--- config.mk ---
export PLATFORM = sky130hd
export DESIGN_NAME = mpsm_top
export DESIGN_NICKNAME = d
export VERILOG_FILES = /design/src/mpsm_pkg.sv /design/src/mpsm_in_filter.sv /design/src/mpsm_top.sv
export VERILOG_INCLUDE_DIRS = /design/src /design/src/src
export SDC_FILE = /design/constraint.sdc
export NUM_CORES = 1
export LEC_CHECK = 0
export BUFFER_PORTS_ARGS = -buffer_cell sky130_fd_sc_hd__buf_4
export CAP_MARGIN = 20
export CORE_MARGIN = 2
export CORE_UTILIZATION = 50
export CTS_CLUSTER_DIAMETER = 30
export CTS_CLUSTER_SIZE = 20
export DETAILED_ROUTE_END_ITERATION = 7
export PLACE_DENSITY_LB_ADDON = 0.08
export SYNTH_ARGS = -nofsm -noshare
export SYNTH_HDL_FRONTEND = slang
export SYNTH_SLANG_ARGS = --single-unit
--- constraint.sdc ---
create_clock -name clk -period 3.8 [get_ports clk]
set_clock_uncertainty 0.05 [all_clocks]
set_input_delay 0.38 -clock clk [delete_from_list [all_inputs] [get_ports clk]]
set_output_delay 0.38 -clock clk [all_outputs]
set_load 0.03 [all_outputs]
--- src/mpsm_regs.svh ---
// Timing counts, input lane positions and reset levels of the power management block.
`ifndef MPSM_REGS_SVH
`define MPSM_REGS_SVH

// ==========================================================================
// Clock rates and derived counts
// ==========================================================================
`define MPSM_CLK_HZ 125000000
`define MPSM_SUSCLK_HZ 32768
// Phase step of the 32-bit suspend clock accumulator, per system clock.
`define MPSM_SUSCLK_INC (32'((64'(`MPSM_SUSCLK_HZ) << 32) / 64'(`MPSM_CLK_HZ)))
// Least time the standby well needs before the resume reset is released.
`define MPSM_RSM_DELAY_NS 10000
`define MPSM_RSM_DELAY_CYC ((`MPSM_RSM_DELAY_NS * (`MPSM_CLK_HZ / 1000000) + 999) / 1000)
// Least button debounce time and least platform reset pulse.
`define MPSM_DEBOUNCE_US 1000
`define MPSM_DEBOUNCE_CYC (`MPSM_DEBOUNCE_US * (`MPSM_CLK_HZ / 1000000))
`define MPSM_RST_HOLD_US 1000
`define MPSM_RST_HOLD_CYC (`MPSM_RST_HOLD_US * (`MPSM_CLK_HZ / 1000000))

// ==========================================================================
// Synchronised input lanes
// ==========================================================================
`define MPSM_IN_COUNT 9
`define MPSM_IN_POWER_BUTTON_N 0
`define MPSM_IN_RESET_BUTTON_N 1
`define MPSM_IN_PGOOD 2
`define MPSM_IN_WAKE_PCIE 3
`define MPSM_IN_WAKE_GP 4
`define MPSM_IN_BATLOW 5
`define MPSM_IN_INTRUDER 6
`define MPSM_IN_OVERTEMP 7
`define MPSM_IN_UNDERVOLT 8
// Idle level of each lane after reset, and which lanes are debounced.
`define MPSM_IN_RST_VAL 9'h0fb
`define MPSM_IN_DEB_MASK 9'h003

`endif

--- src/mpsm_pkg.sv ---
// Types shared by the power management block.
package mpsm_pkg;
    typedef enum logic [1:0] {
        mpsm_off,
        mpsm_on,
        mpsm_ram,
        mpsm_disk
    } mpsm_state_t;
endpackage

--- src/mpsm_in_filter.sv ---
// Two-flop synchroniser with optional debounce and edge pulses for one input pin.
`timescale 1ns/10ps
module mpsm_in_filter #(
    parameter bit RST_VAL = 1'b1,
    parameter int DEB_CYCLES = 1
) (
    input wire logic clk,
    input wire logic reset,
    input wire logic pin_in,
    output logic level_r,
    output logic fall,
    output logic rise
);
    localparam int CW = (DEB_CYCLES > 1) ? $clog2(DEB_CYCLES) : 1;

    generate
        if (DEB_CYCLES < 1) begin : g_bad
            $error("mpsm_in_filter: DEB_CYCLES must be at least 1");
        end
    endgenerate

    logic meta_r;
    logic sync_r;
    logic [CW-1:0] cnt_r;

    // ==========================================================================
    // Synchroniser
    // ==========================================================================
    // Only the second flop reads the first, so no logic sees a metastable value.
    always_ff @(posedge clk or posedge reset) begin
        if (reset) begin
            meta_r <= RST_VAL;
            sync_r <= RST_VAL;
        end else begin
            meta_r <= pin_in;
            sync_r <= meta_r;
        end
    end

    // ==========================================================================
    // Debounce
    // ==========================================================================
    // The level follows only after the new value has stood for DEB_CYCLES clocks.
    always_ff @(posedge clk or posedge reset) begin
        if (reset) begin
            cnt_r <= '0;
            level_r <= RST_VAL;
        end else if (sync_r == level_r) begin
            cnt_r <= '0;
        end else if (int'(cnt_r) >= DEB_CYCLES - 1) begin
            cnt_r <= '0;
            level_r <= sync_r;
        end else begin
            cnt_r <= cnt_r + CW'(1);
        end
    end

    // Edges are taken on the settled level, so bounce makes no extra pulses.
    assign fall = level_r & ~sync_r & (DEB_CYCLES == 1 || int'(cnt_r) >= DEB_CYCLES - 1);
    assign rise = ~level_r & sync_r & (DEB_CYCLES == 1 || int'(cnt_r) >= DEB_CYCLES - 1);
endmodule

--- src/mpsm_top.sv ---
// Power and system management sequencer: buttons, sleep states, resets, suspend clock, thermal trip.
//
// Summary of operation
// - Each debounced falling edge of the power button makes one power button event.
// - Power button event wakes from soft-off or suspend, or powers a running system down.
// - Reset button low holds platform reset; its falling edge restarts a full reset pulse.
// - Platform reset follows reset button, power-good, undervoltage, watchdog or software request.
// - Carrier raises power-good when main power is good; startup waits while it is low.
// - Synchronised power-good directly enables the internal power supplies.
// - Suspend-to-RAM indicator is low exactly while in the suspend-to-RAM state.
// - Second indicator is low while in suspend-to-disk or soft-off.
// - A 32.768 kHz suspend clock within 100 ppm is driven out.
// - PCIe wake or general wake falling edges wake the system from suspend.
// - Battery-low assertion moves a running system to soft-off in an orderly way.
// - Carrier pulls intrusion low on tamper; a sticky flag records it.
// - Buffered resume reset copies the internal one; its rise means suspend rails stable.
// - Low carrier over-temperature input raises the over-temperature condition.
// - Thermal-trip output goes low once the processor reports thermal shutdown.
`timescale 1ns/10ps
`include "mpsm_regs.svh"
module mpsm_top #(
    parameter int DEBOUNCE_CYCLES = `MPSM_DEBOUNCE_CYC,
    parameter int RST_HOLD_CYCLES = `MPSM_RST_HOLD_CYC
) (
    input wire logic clk,
    input wire logic reset,
    input wire logic power_button_n,
    input wire logic reset_button_n,
    input wire logic main_power_good,
    input wire logic pcie_wake_n_in,
    output logic pcie_wake_n_out,
    output logic pcie_wake_n_oe,
    input wire logic gp_wake_n,
    input wire logic battery_low_n,
    input wire logic intrusion_n,
    input wire logic carrier_overtemp_n,
    input wire logic main_undervoltage,
    input wire logic watchdog_timeout,
    input wire logic soft_reset_req,
    input wire logic sleep_ram_req,
    input wire logic sleep_disk_req,
    input wire logic cpu_shutdown,
    input wire logic intrusion_clear,
    output logic platform_reset_n,
    output logic suspend_ram_n,
    output logic suspend_disk_n,
    output logic resume_reset_internal_n,
    output logic resume_reset_buffered_n,
    output logic suspend_clk,
    output logic cpu_thermal_trip_n,
    output logic internal_supply_en,
    output logic power_button_event,
    output logic wake_event,
    output logic overtemp_alert,
    output logic intrusion_flag
);
    localparam int RSM_CYC = `MPSM_RSM_DELAY_CYC;
    localparam int RSM_W = $clog2(RSM_CYC + 1);
    localparam int HOLD_W = $clog2(RST_HOLD_CYCLES + 1);
    localparam logic [`MPSM_IN_COUNT-1:0] IN_RST = `MPSM_IN_RST_VAL;
    localparam logic [`MPSM_IN_COUNT-1:0] IN_DEB = `MPSM_IN_DEB_MASK;

    generate
        if (RST_HOLD_CYCLES < 1 || DEBOUNCE_CYCLES < 1) begin : g_bad
            $error("mpsm_top: hold and debounce counts must be at least 1");
        end
    endgenerate

    logic [`MPSM_IN_COUNT-1:0] pins;
    logic [`MPSM_IN_COUNT-1:0] lvl;
    logic [`MPSM_IN_COUNT-1:0] fall;
    logic [`MPSM_IN_COUNT-1:0] rise;
    mpsm_pkg::mpsm_state_t state_r;
    logic [RSM_W-1:0] rsm_cnt_r;
    logic [HOLD_W-1:0] hold_cnt_r;
    logic [31:0] phase_r;
    logic pwr_evt;
    logic wake_any;
    logic rst_cause;

    // ==========================================================================
    // Input synchronisers
    // ==========================================================================
    assign pins = {main_undervoltage, carrier_overtemp_n, intrusion_n, battery_low_n, gp_wake_n,
                   pcie_wake_n_in, main_power_good, reset_button_n, power_button_n};

    // Every pin is synchronised; only the two buttons pay the debounce delay.
    generate
        for (genvar i = 0; i < `MPSM_IN_COUNT; i++) begin : g_in
            mpsm_in_filter #(
                .RST_VAL(IN_RST[i]),
                .DEB_CYCLES(IN_DEB[i] ? DEBOUNCE_CYCLES : 1)
            ) u_filt (
                .clk(clk),
                .reset(reset),
                .pin_in(pins[i]),
                .level_r(lvl[i]),
                .fall(fall[i]),
                .rise(rise[i])
            );
        end
    endgenerate

    // Events are edges of the settled levels.
    assign pwr_evt = fall[`MPSM_IN_POWER_BUTTON_N];
    assign wake_any = fall[`MPSM_IN_WAKE_PCIE] | fall[`MPSM_IN_WAKE_GP];

    // ==========================================================================
    // Resume reset
    // ==========================================================================
    // The standby well counts from reset release; the buffered copy trails by one clock.
    always_ff @(posedge clk or posedge reset) begin
        if (reset) begin
            rsm_cnt_r <= '0;
            resume_reset_internal_n <= 1'b0;
            resume_reset_buffered_n <= 1'b0;
        end else begin
            if (int'(rsm_cnt_r) < RSM_CYC) begin
                rsm_cnt_r <= rsm_cnt_r + RSM_W'(1);
            end
            resume_reset_internal_n <= (int'(rsm_cnt_r) >= RSM_CYC);
            resume_reset_buffered_n <= resume_reset_internal_n;
        end
    end

    // ==========================================================================
    // Sleep state machine
    // ==========================================================================
    // Leaving soft-off needs stable standby rails and good main power.
    always_ff @(posedge clk or posedge reset) begin
        if (reset) begin
            state_r <= mpsm_pkg::mpsm_off;
        end else begin
            case (state_r)
                mpsm_pkg::mpsm_off: begin
                    if (pwr_evt && resume_reset_internal_n && lvl[`MPSM_IN_PGOOD]) begin
                        state_r <= mpsm_pkg::mpsm_on;
                    end
                end
                mpsm_pkg::mpsm_on: begin
                    if (pwr_evt || cpu_shutdown || fall[`MPSM_IN_BATLOW]) begin
                        state_r <= mpsm_pkg::mpsm_off;
                    end else if (sleep_ram_req) begin
                        state_r <= mpsm_pkg::mpsm_ram;
                    end else if (sleep_disk_req) begin
                        state_r <= mpsm_pkg::mpsm_disk;
                    end
                end
                mpsm_pkg::mpsm_ram, mpsm_pkg::mpsm_disk: begin
                    if ((pwr_evt || wake_any) && lvl[`MPSM_IN_PGOOD]) begin
                        state_r <= mpsm_pkg::mpsm_on;
                    end
                end
                default: begin
                    state_r <= mpsm_pkg::mpsm_off;
                end
            endcase
        end
    end

    // ==========================================================================
    // Platform reset
    // ==========================================================================
    // A pulse cause restarts the hold count, so a short request still gives a full pulse.
    assign rst_cause = fall[`MPSM_IN_RESET_BUTTON_N] | fall[`MPSM_IN_PGOOD] | rise[`MPSM_IN_UNDERVOLT] |
                       watchdog_timeout | soft_reset_req;

    always_ff @(posedge clk or posedge reset) begin
        if (reset) begin
            hold_cnt_r <= '0;
        end else if (rst_cause) begin
            hold_cnt_r <= HOLD_W'(RST_HOLD_CYCLES);
        end else if (hold_cnt_r != '0) begin
            hold_cnt_r <= hold_cnt_r - HOLD_W'(1);
        end
    end

    // Levels keep reset low for as long as they last; software cannot shorten it.
    always_ff @(posedge clk or posedge reset) begin
        if (reset) begin
            platform_reset_n <= 1'b0;
        end else begin
            platform_reset_n <= (state_r == mpsm_pkg::mpsm_on) && !rst_cause && (hold_cnt_r == '0) &&
                                lvl[`MPSM_IN_RESET_BUTTON_N] && lvl[`MPSM_IN_PGOOD] &&
                                !lvl[`MPSM_IN_UNDERVOLT];
        end
    end

    // ==========================================================================
    // Indicators and supply enable
    // ==========================================================================
    always_ff @(posedge clk or posedge reset) begin
        if (reset) begin
            suspend_ram_n <= 1'b1;
            suspend_disk_n <= 1'b0;
            internal_supply_en <= 1'b0;
        end else begin
            suspend_ram_n <= (state_r != mpsm_pkg::mpsm_ram);
            suspend_disk_n <= (state_r == mpsm_pkg::mpsm_on) || (state_r == mpsm_pkg::mpsm_ram);
            internal_supply_en <= lvl[`MPSM_IN_PGOOD];
        end
    end

    // ==========================================================================
    // Suspend clock
    // ==========================================================================
    // A fractional accumulator keeps the average rate within about 0.8 ppm, well inside 100 ppm;
    // the cost is up to one system clock of jitter on each edge.
    always_ff @(posedge clk or posedge reset) begin
        if (reset) begin
            phase_r <= '0;
            suspend_clk <= 1'b0;
        end else begin
            phase_r <= phase_r + `MPSM_SUSCLK_INC;
            suspend_clk <= phase_r[31];
        end
    end

    // ==========================================================================
    // Events, thermal and intrusion
    // ==========================================================================
    // The module never asserts the shared PCIe wake line itself, it only listens.
    always_ff @(posedge clk or posedge reset) begin
        if (reset) begin
            power_button_event <= 1'b0;
            wake_event <= 1'b0;
            overtemp_alert <= 1'b0;
            cpu_thermal_trip_n <= 1'b1;
            pcie_wake_n_out <= 1'b1;
            pcie_wake_n_oe <= 1'b0;
        end else begin
            power_button_event <= pwr_evt;
            wake_event <= wake_any;
            overtemp_alert <= !lvl[`MPSM_IN_OVERTEMP];
            cpu_thermal_trip_n <= !cpu_shutdown;
            pcie_wake_n_out <= 1'b1;
            pcie_wake_n_oe <= 1'b0;
        end
    end

    // Tamper is sticky; a tamper seen in the clearing cycle wins over the clear.
    always_ff @(posedge clk or posedge reset) begin
        if (reset) begin
            intrusion_flag <= 1'b0;
        end else if (!lvl[`MPSM_IN_INTRUDER]) begin
            intrusion_flag <= 1'b1;
        end else if (intrusion_clear) begin
            intrusion_flag <= 1'b0;
        end
    end
endmodule

# Word level (Yosys, flattened, before mapping)
# Index checks and enable logic that the tools add are counted.
[word_totals]
output_inout_bits = 14
in_bits = 17
reg_bits = 135
wordCells = 132
[classes]
n_bitwise = 23
reduce_logical = 24
order_cmp = 4
eq_ne = 17
add_sub_neg = 5
muxes = 14
[ops]
columns = ["op", "n"]
rows = [
  ["17-bit two-way mux", 6],
  ["17-bit by 1-bit adder with 17-bit output (second input constant)", 2],
  ["17-bit >= comparator (second input constant)", 2],
  ["32-bit by 21-bit adder with 32-bit output (second input constant)", 1],
  ["17-bit zero test", 1],
  ["17-bit nonzero test", 1],
  ["17-bit by 1-bit subtractor with 17-bit output (second input constant)", 1],
  ["11-bit by 1-bit adder with 11-bit output (second input constant)", 1],
  ["11-bit >= comparator (second input constant)", 1],
  ["11-bit < comparator (second input constant)", 1],
  ["2-bit two-way mux", 5],
  ["1-bit bitwise AND", 9],
  ["1-bit == test", 9],
  ["1-bit NOT", 9],
  ["1-bit logical AND", 8],
  ["2-bit inequality test (second input constant)", 4],
  ["2-bit one-hot mux with 3 select lines", 1],
  ["1-bit OR", 5],
  ["2-bit == test (second input constant)", 2],
  ["1-bit zero test", 4],
  ["1-bit logical OR", 4],
  ["4-bit inequality test (second input constant)", 1],
  ["2-bit AND reduction", 2],
  ["3-bit AND reduction", 1],
  ["5 further kinds", 6],
]

# Longest topological paths before layout
[depth]
depth_word = 13
depth_mapped = 9
depth_no_buf = 8

# By module
# A second synthesis with hierarchy kept.
[unflattened]
hier_cells = 610
hier_area_um2 = 6540.0
[modules_own_cells]
columns = ["mod", "cells_per_inst", "instances", "seq_area_each_um2", "area_each_um2"]
rows = [
  ["mpsm_top", 335, 1, 1854.3, 3587.2],
  ["mpsm_in_filter at g_in[0].u_filt ...", 106, 2, 504.2, 1024.7],
  ["mpsm_in_filter at g_in[3].u_filt ...", 9, 5, 78.8, 130.1],
  ["mpsm_in_filter at g_in[2].u_filt ...", 9, 2, 75.1, 126.4],
]

# Worst setup path before layout
# No wires, ideal clock.
[synth_path]
path_type = "register to register"
startpoint = "reg hold_cnt_r[0]"
endpoint = "reg hold_cnt_r[7]"
synth_period_minus_slack_ns = 2.300
required_ns = 3.617
setup_time_ns = 0.133
path_stages_with_launch = 9
path_slack_ns = 1.500
path_buffers = 0
arrival_ns = 2.117
cell_sequence = "dfrtp_1 inv_1 ha_1 nor3b_1 or3b_2 o21ai_2 or4_1 xor2_1 nor2_1"
[synth_between]
elab_chain_cells = 3
elab_cells_between_ends = 5
classes_between = "add/sub (1); mux (2); reduce/logical (2)"
[synth_lines]
columns = ["element", "line", "source"]
rows = [
  ["start, declared", "mpsm_top.sv:75", "logic [HOLD_W-1:0] hold_cnt_r;"],
  ["start signal, assigned", "mpsm_top.sv:172", "hold_cnt_r <= HOLD_W'(RST_HOLD_CYCLES);"],
  ["start signal, assigned", "mpsm_top.sv:174", "hold_cnt_r <= hold_cnt_r - HOLD_W'(1);"],
  ["17-bit by 1-bit subtractor with 17-bit output", "mpsm_top.sv:174", ""],
  ["17-bit two-way mux", "mpsm_top.sv:173", "end else if (hold_cnt_r != '0) begin"],
  ["17-bit two-way mux", "mpsm_top.sv:171", "end else if (rst_cause) begin"],
]
# Parallel ways exist; a longest one is shown, timed or not. The select of a mux whose other input is x is not followed.
# A chain may end at the register's enable or synchronous reset.

# Final worst setup path
[layout_path]
startpoint = "reg hold_cnt_r[0]"
endpoint = "reg hold_cnt_r[9]"
# Same word-level chain as after synthesis.

==> impl_metrics.toml <==
[sta]
tightestPinTransition_ns = 0.832
drv_slew = 0
grt_setup_unrepaired = "false"
min_period_over_period_pct = 67.0
min_period_ns = 2.55
setup_tns_ns = 0
finalHoldViolCount = 0
setup_viol = 0
max_freq_ghz = 0.393
relSlewSlack_pct = 44.4

[detailed_routing]
avgRoutedWirePerCell_um = 13.3
detail-route-antenna-nets = 0
drc = 0
drt_iter0_markers = 227
vias = 3697
drt_pre_antenna_iters = 6
wl_mm = 9.56
viasPerCell = 5.13

[logic_synthesis]
synthArstFlopShare_pct = 100
yosysWarningCount = 0
synth.distinct_cells = 49
syn_area_sq_um = 5820
synth_nets = 557
synth_cells = 523
yosys_register_bits = 135
synth_ff_type = "dfrtp_1"
synth_edf_count = 0
syn_avg_cell_area_sq_um = 11.1
seq_area_frac_synth_pct = 58.6

[setup_path]
worst_ep_arrival_time_ns = 2.78
required_ns = 4.03
end_kind = "flop"
worstSetupPathType = "flop to flop"
start_kind = "flop"
path_max_fanout = 5

[cts]
cts_resized = 0
cts_root_buffer = "clkbuf_16"
cts_tree = "done"
clock-sinks = 135
path_clk_slew_ns = 0.05
clkLatencyLatePin_ns = 0.41
cts_max_path_buffers = 2
cts_buffers = 17
htreeDepth = 4

[layout]
fill_cells = 953
fin_cells = 720
drive_gt1_share_pct = 16.8
fin_nets = 598
n_antenna_cell = 0
area_growth_pct = 16.5

[global_route]
grt_util_met1_pct = 22.8
grt_pass1_vias = 3705
gr-total-overflow = 0
top_usage_layer = "met2"
grt_max_degree = 63
grtUsageMet3_pct = 5.82
grt_pass1_wl_mm = 17.0
gr-usage-met2_pct = 26.1
antenna_found_initial = 0
grt_use_total_pct = 17.1

[place]
gp_congestion = 0.805
hpwl_mm = 6.43
place_inst = 686
portBuffers = 28

[hold_path]
min_path_type = "primary input to flop"

[floorplan]
io_pins = 31
placementRows = 39
fp.dieW_um = 112
core_area_sq_um = 11400
die_area_sq_um = 12500
initial_core_util_pct = 51.2
die_height_um = 112

[power]
p_per_area_nw_per_um2 = 522
ir_drop_v = 0.000394
leakagePower_nw = 2.99

[job]
max-cap-violations = 0

[status]
outcome = "complete, no violations"
-- per-layer routing --
layer | wire, um | share of wire [%]
met5 | 0 | 0
met2 | 4380 | 46
met4 | 149 | 1.6
met1 | 4660 | 49
met3 | 369 | 3.9
-- registers in the layout (all words and copies together) (netlist names) --
register                 cells
cpu_thermal_trip_n           1
resume_reset_internal_n      1
g_in.u_filt.meta_r           9
overtemp_alert               1
internal_supply_en           1
g_in.u_filt.cnt_r           34
suspend_clk                  1
state_r                      2
resume_reset_buffered_n      1
wake_event                   1
phase_r                     32
g_in.u_filt.sync_r           9
power_button_event           1
g_in.u_filt.level_r          9
rsm_cnt_r                   11
suspend_ram_n                1
hold_cnt_r                  17
suspend_disk_n               1
intrusion_flag               1
platform_reset_n             1
-- worst max-delay path: stages, from the launching register on --
cell     delay, ns
dfrtp_1       0.41
inv_1         0.08
ha_1          0.17
nor3b_1       0.53
or3b_2        0.56
o21ai_2       0.26
or3_1         0.15
xor2_1        0.14
nor2_1        0.06
-- cells in the mapped netlist (all sizes together) (2+ instances only) --
| cell | count | area, sq um |
|---|---|---|
| nor3 | 17 | 85.1 |
| conb | 2 | 7.51 |
| o2111ai | 2 | 17.5 |
| inv | 28 | 105 |
| o211ai | 2 | 15.0 |
| nand2 | 35 | 131 |
| dfrtp | 112 | 2800 |
| a211oi | 3 | 27.5 |
| o21ai | 17 | 104 |
| a21o | 3 | 22.5 |
| nand3 | 21 | 105 |
| xnor2 | 47 | 412 |
| or3 | 5 | 32.5 |
| nand3b | 2 | 15.0 |
| nand2b | 6 | 37.5 |
| clkbuf | 8 | 30.0 |
| o31ai | 2 | 15.0 |
| o21a | 4 | 30.0 |
| buf | 2 | 15.0 |
| xor2 | 31 | 272 |
| nor2 | 67 | 251 |
| a31oi | 2 | 12.5 |
| dfstp | 23 | 604 |
| a21oi | 8 | 40.0 |
| or4 | 7 | 60.1 |
| nor4 | 8 | 50.1 |
| ha | 17 | 213 |
| nand4 | 13 | 81.3 |
| a31o | 2 | 17.5 |
| mux2 | 2 | 22.5 |
| and3 | 8 | 50.1 |
| or2 | 6 | 40.0 |
-- worst paths after layout --
check                      slack, ns  depth (start not counted)                  start               endpoint
hold reg to reg                 0.30                          0  g_in[4].u_filt.meta_r  g_in[4].u_filt.sync_r
setup / recovery                1.25                          8          hold_cnt_r[0]          hold_cnt_r[9]
hold / removal                  0.02                          1         reset_button_n  g_in[1].u_filt.meta_r
setup reg to reg                1.25                          8          hold_cnt_r[0]          hold_cnt_r[9]
max in group asynchronous       2.68                          3                  reset  g_in[4].u_filt.meta_r
min in group asynchronous       0.08                          2                  reset            phase_r[11]
-- metrics by stage --
step / power (mW) / instance area [sq um] / setup slack [ns] / utilization [%] / hold slack, ns
2_1_floorplan: 1.87 / 5820 / 1.50 / - / 0.281
5_1_grt: 3.70 / 6780 / 0.967 / 59.6 / 0.000295
4_1_cts: 3.58 / 6760 / 1.23 / 59.4 / 0.00492
6_report: 3.54 / 6780 / 1.25 / 59.6 / 0.0210
3_5_place_dp: 1.99 / 6190 / 1.24 / 54.5 / 0.296
3_3_place_gp: 1.98 / 6190 / 1.32 / 54.5 / 0.296
-- what timing repair did --
item,in CTS,in global routing
hold buffers,0,2
hold endpoints to repair,0,2
setup buffers,0,0
-- power breakdown --
group	leakage (nW)	switching [mW]	internal [mW]	total [mW]
combinational	1.05	0.218	0.147	0.365
clock	0.277	0.561	1.02	1.58
sequential	1.66	0.0562	1.54	1.60
-- logic make-up after synthesis --
group | count (synthesis) | synth area share (%)
XOR/XNOR | 78 | 11.7
flip-flops | 135 | 58.6
buffers and inverters | 38 | 2.58
AND/OR/NAND/NOR | 199 | 16.7
other | 2 | 0.129
AO/OA/AOI/OAI | 51 | 6.07
multiplexers | 3 | 0.559
adder cells (fa/ha/maj) | 17 | 3.66
-- cells in the final DEF, fill, tap and decap left out, types with 13 or more instances in the layout --
| master | Yosys | final |
|---|---|---|
| dfrtp_1 | 112 | 112 |
| nor2_1 | 67 | 67 |
| xnor2_1 | 47 | 47 |
| nand2_1 | 35 | 35 |
| xor2_1 | 31 | 31 |
| buf_4 | 2 | 29 |
| inv_1 | 28 | 27 |
| dfstp_2 | 23 | 23 |
| nand3_1 | 21 | 21 |
| nor3_1 | 17 | 17 |
| ha_1 | 17 | 17 |
| clkbuf_16 | 0 | 17 |
| o21ai_0 | 14 | 14 |
| nand4_1 | 13 | 13 |
-- cell type report --
| cell class | count | area [sq um] | area share [%] |
|---|---|---|---|
| Clock buffer | 28 | 497 | 7.33 |
| Clock inverter | 4 | 70.1 | 1.03 |
| Inverter | 28 | 109 | 1.61 |
| Multi-Input combinational cell | 350 | 2260 | 33.3 |
| Sequential cell | 135 | 3410 | 50.3 |
| Tap cell | 143 | 179 | 2.64 |
| Timing Repair Buffer | 32 | 258 | 3.80 |
Note: power is estimated with default switching activity, not from simulation.
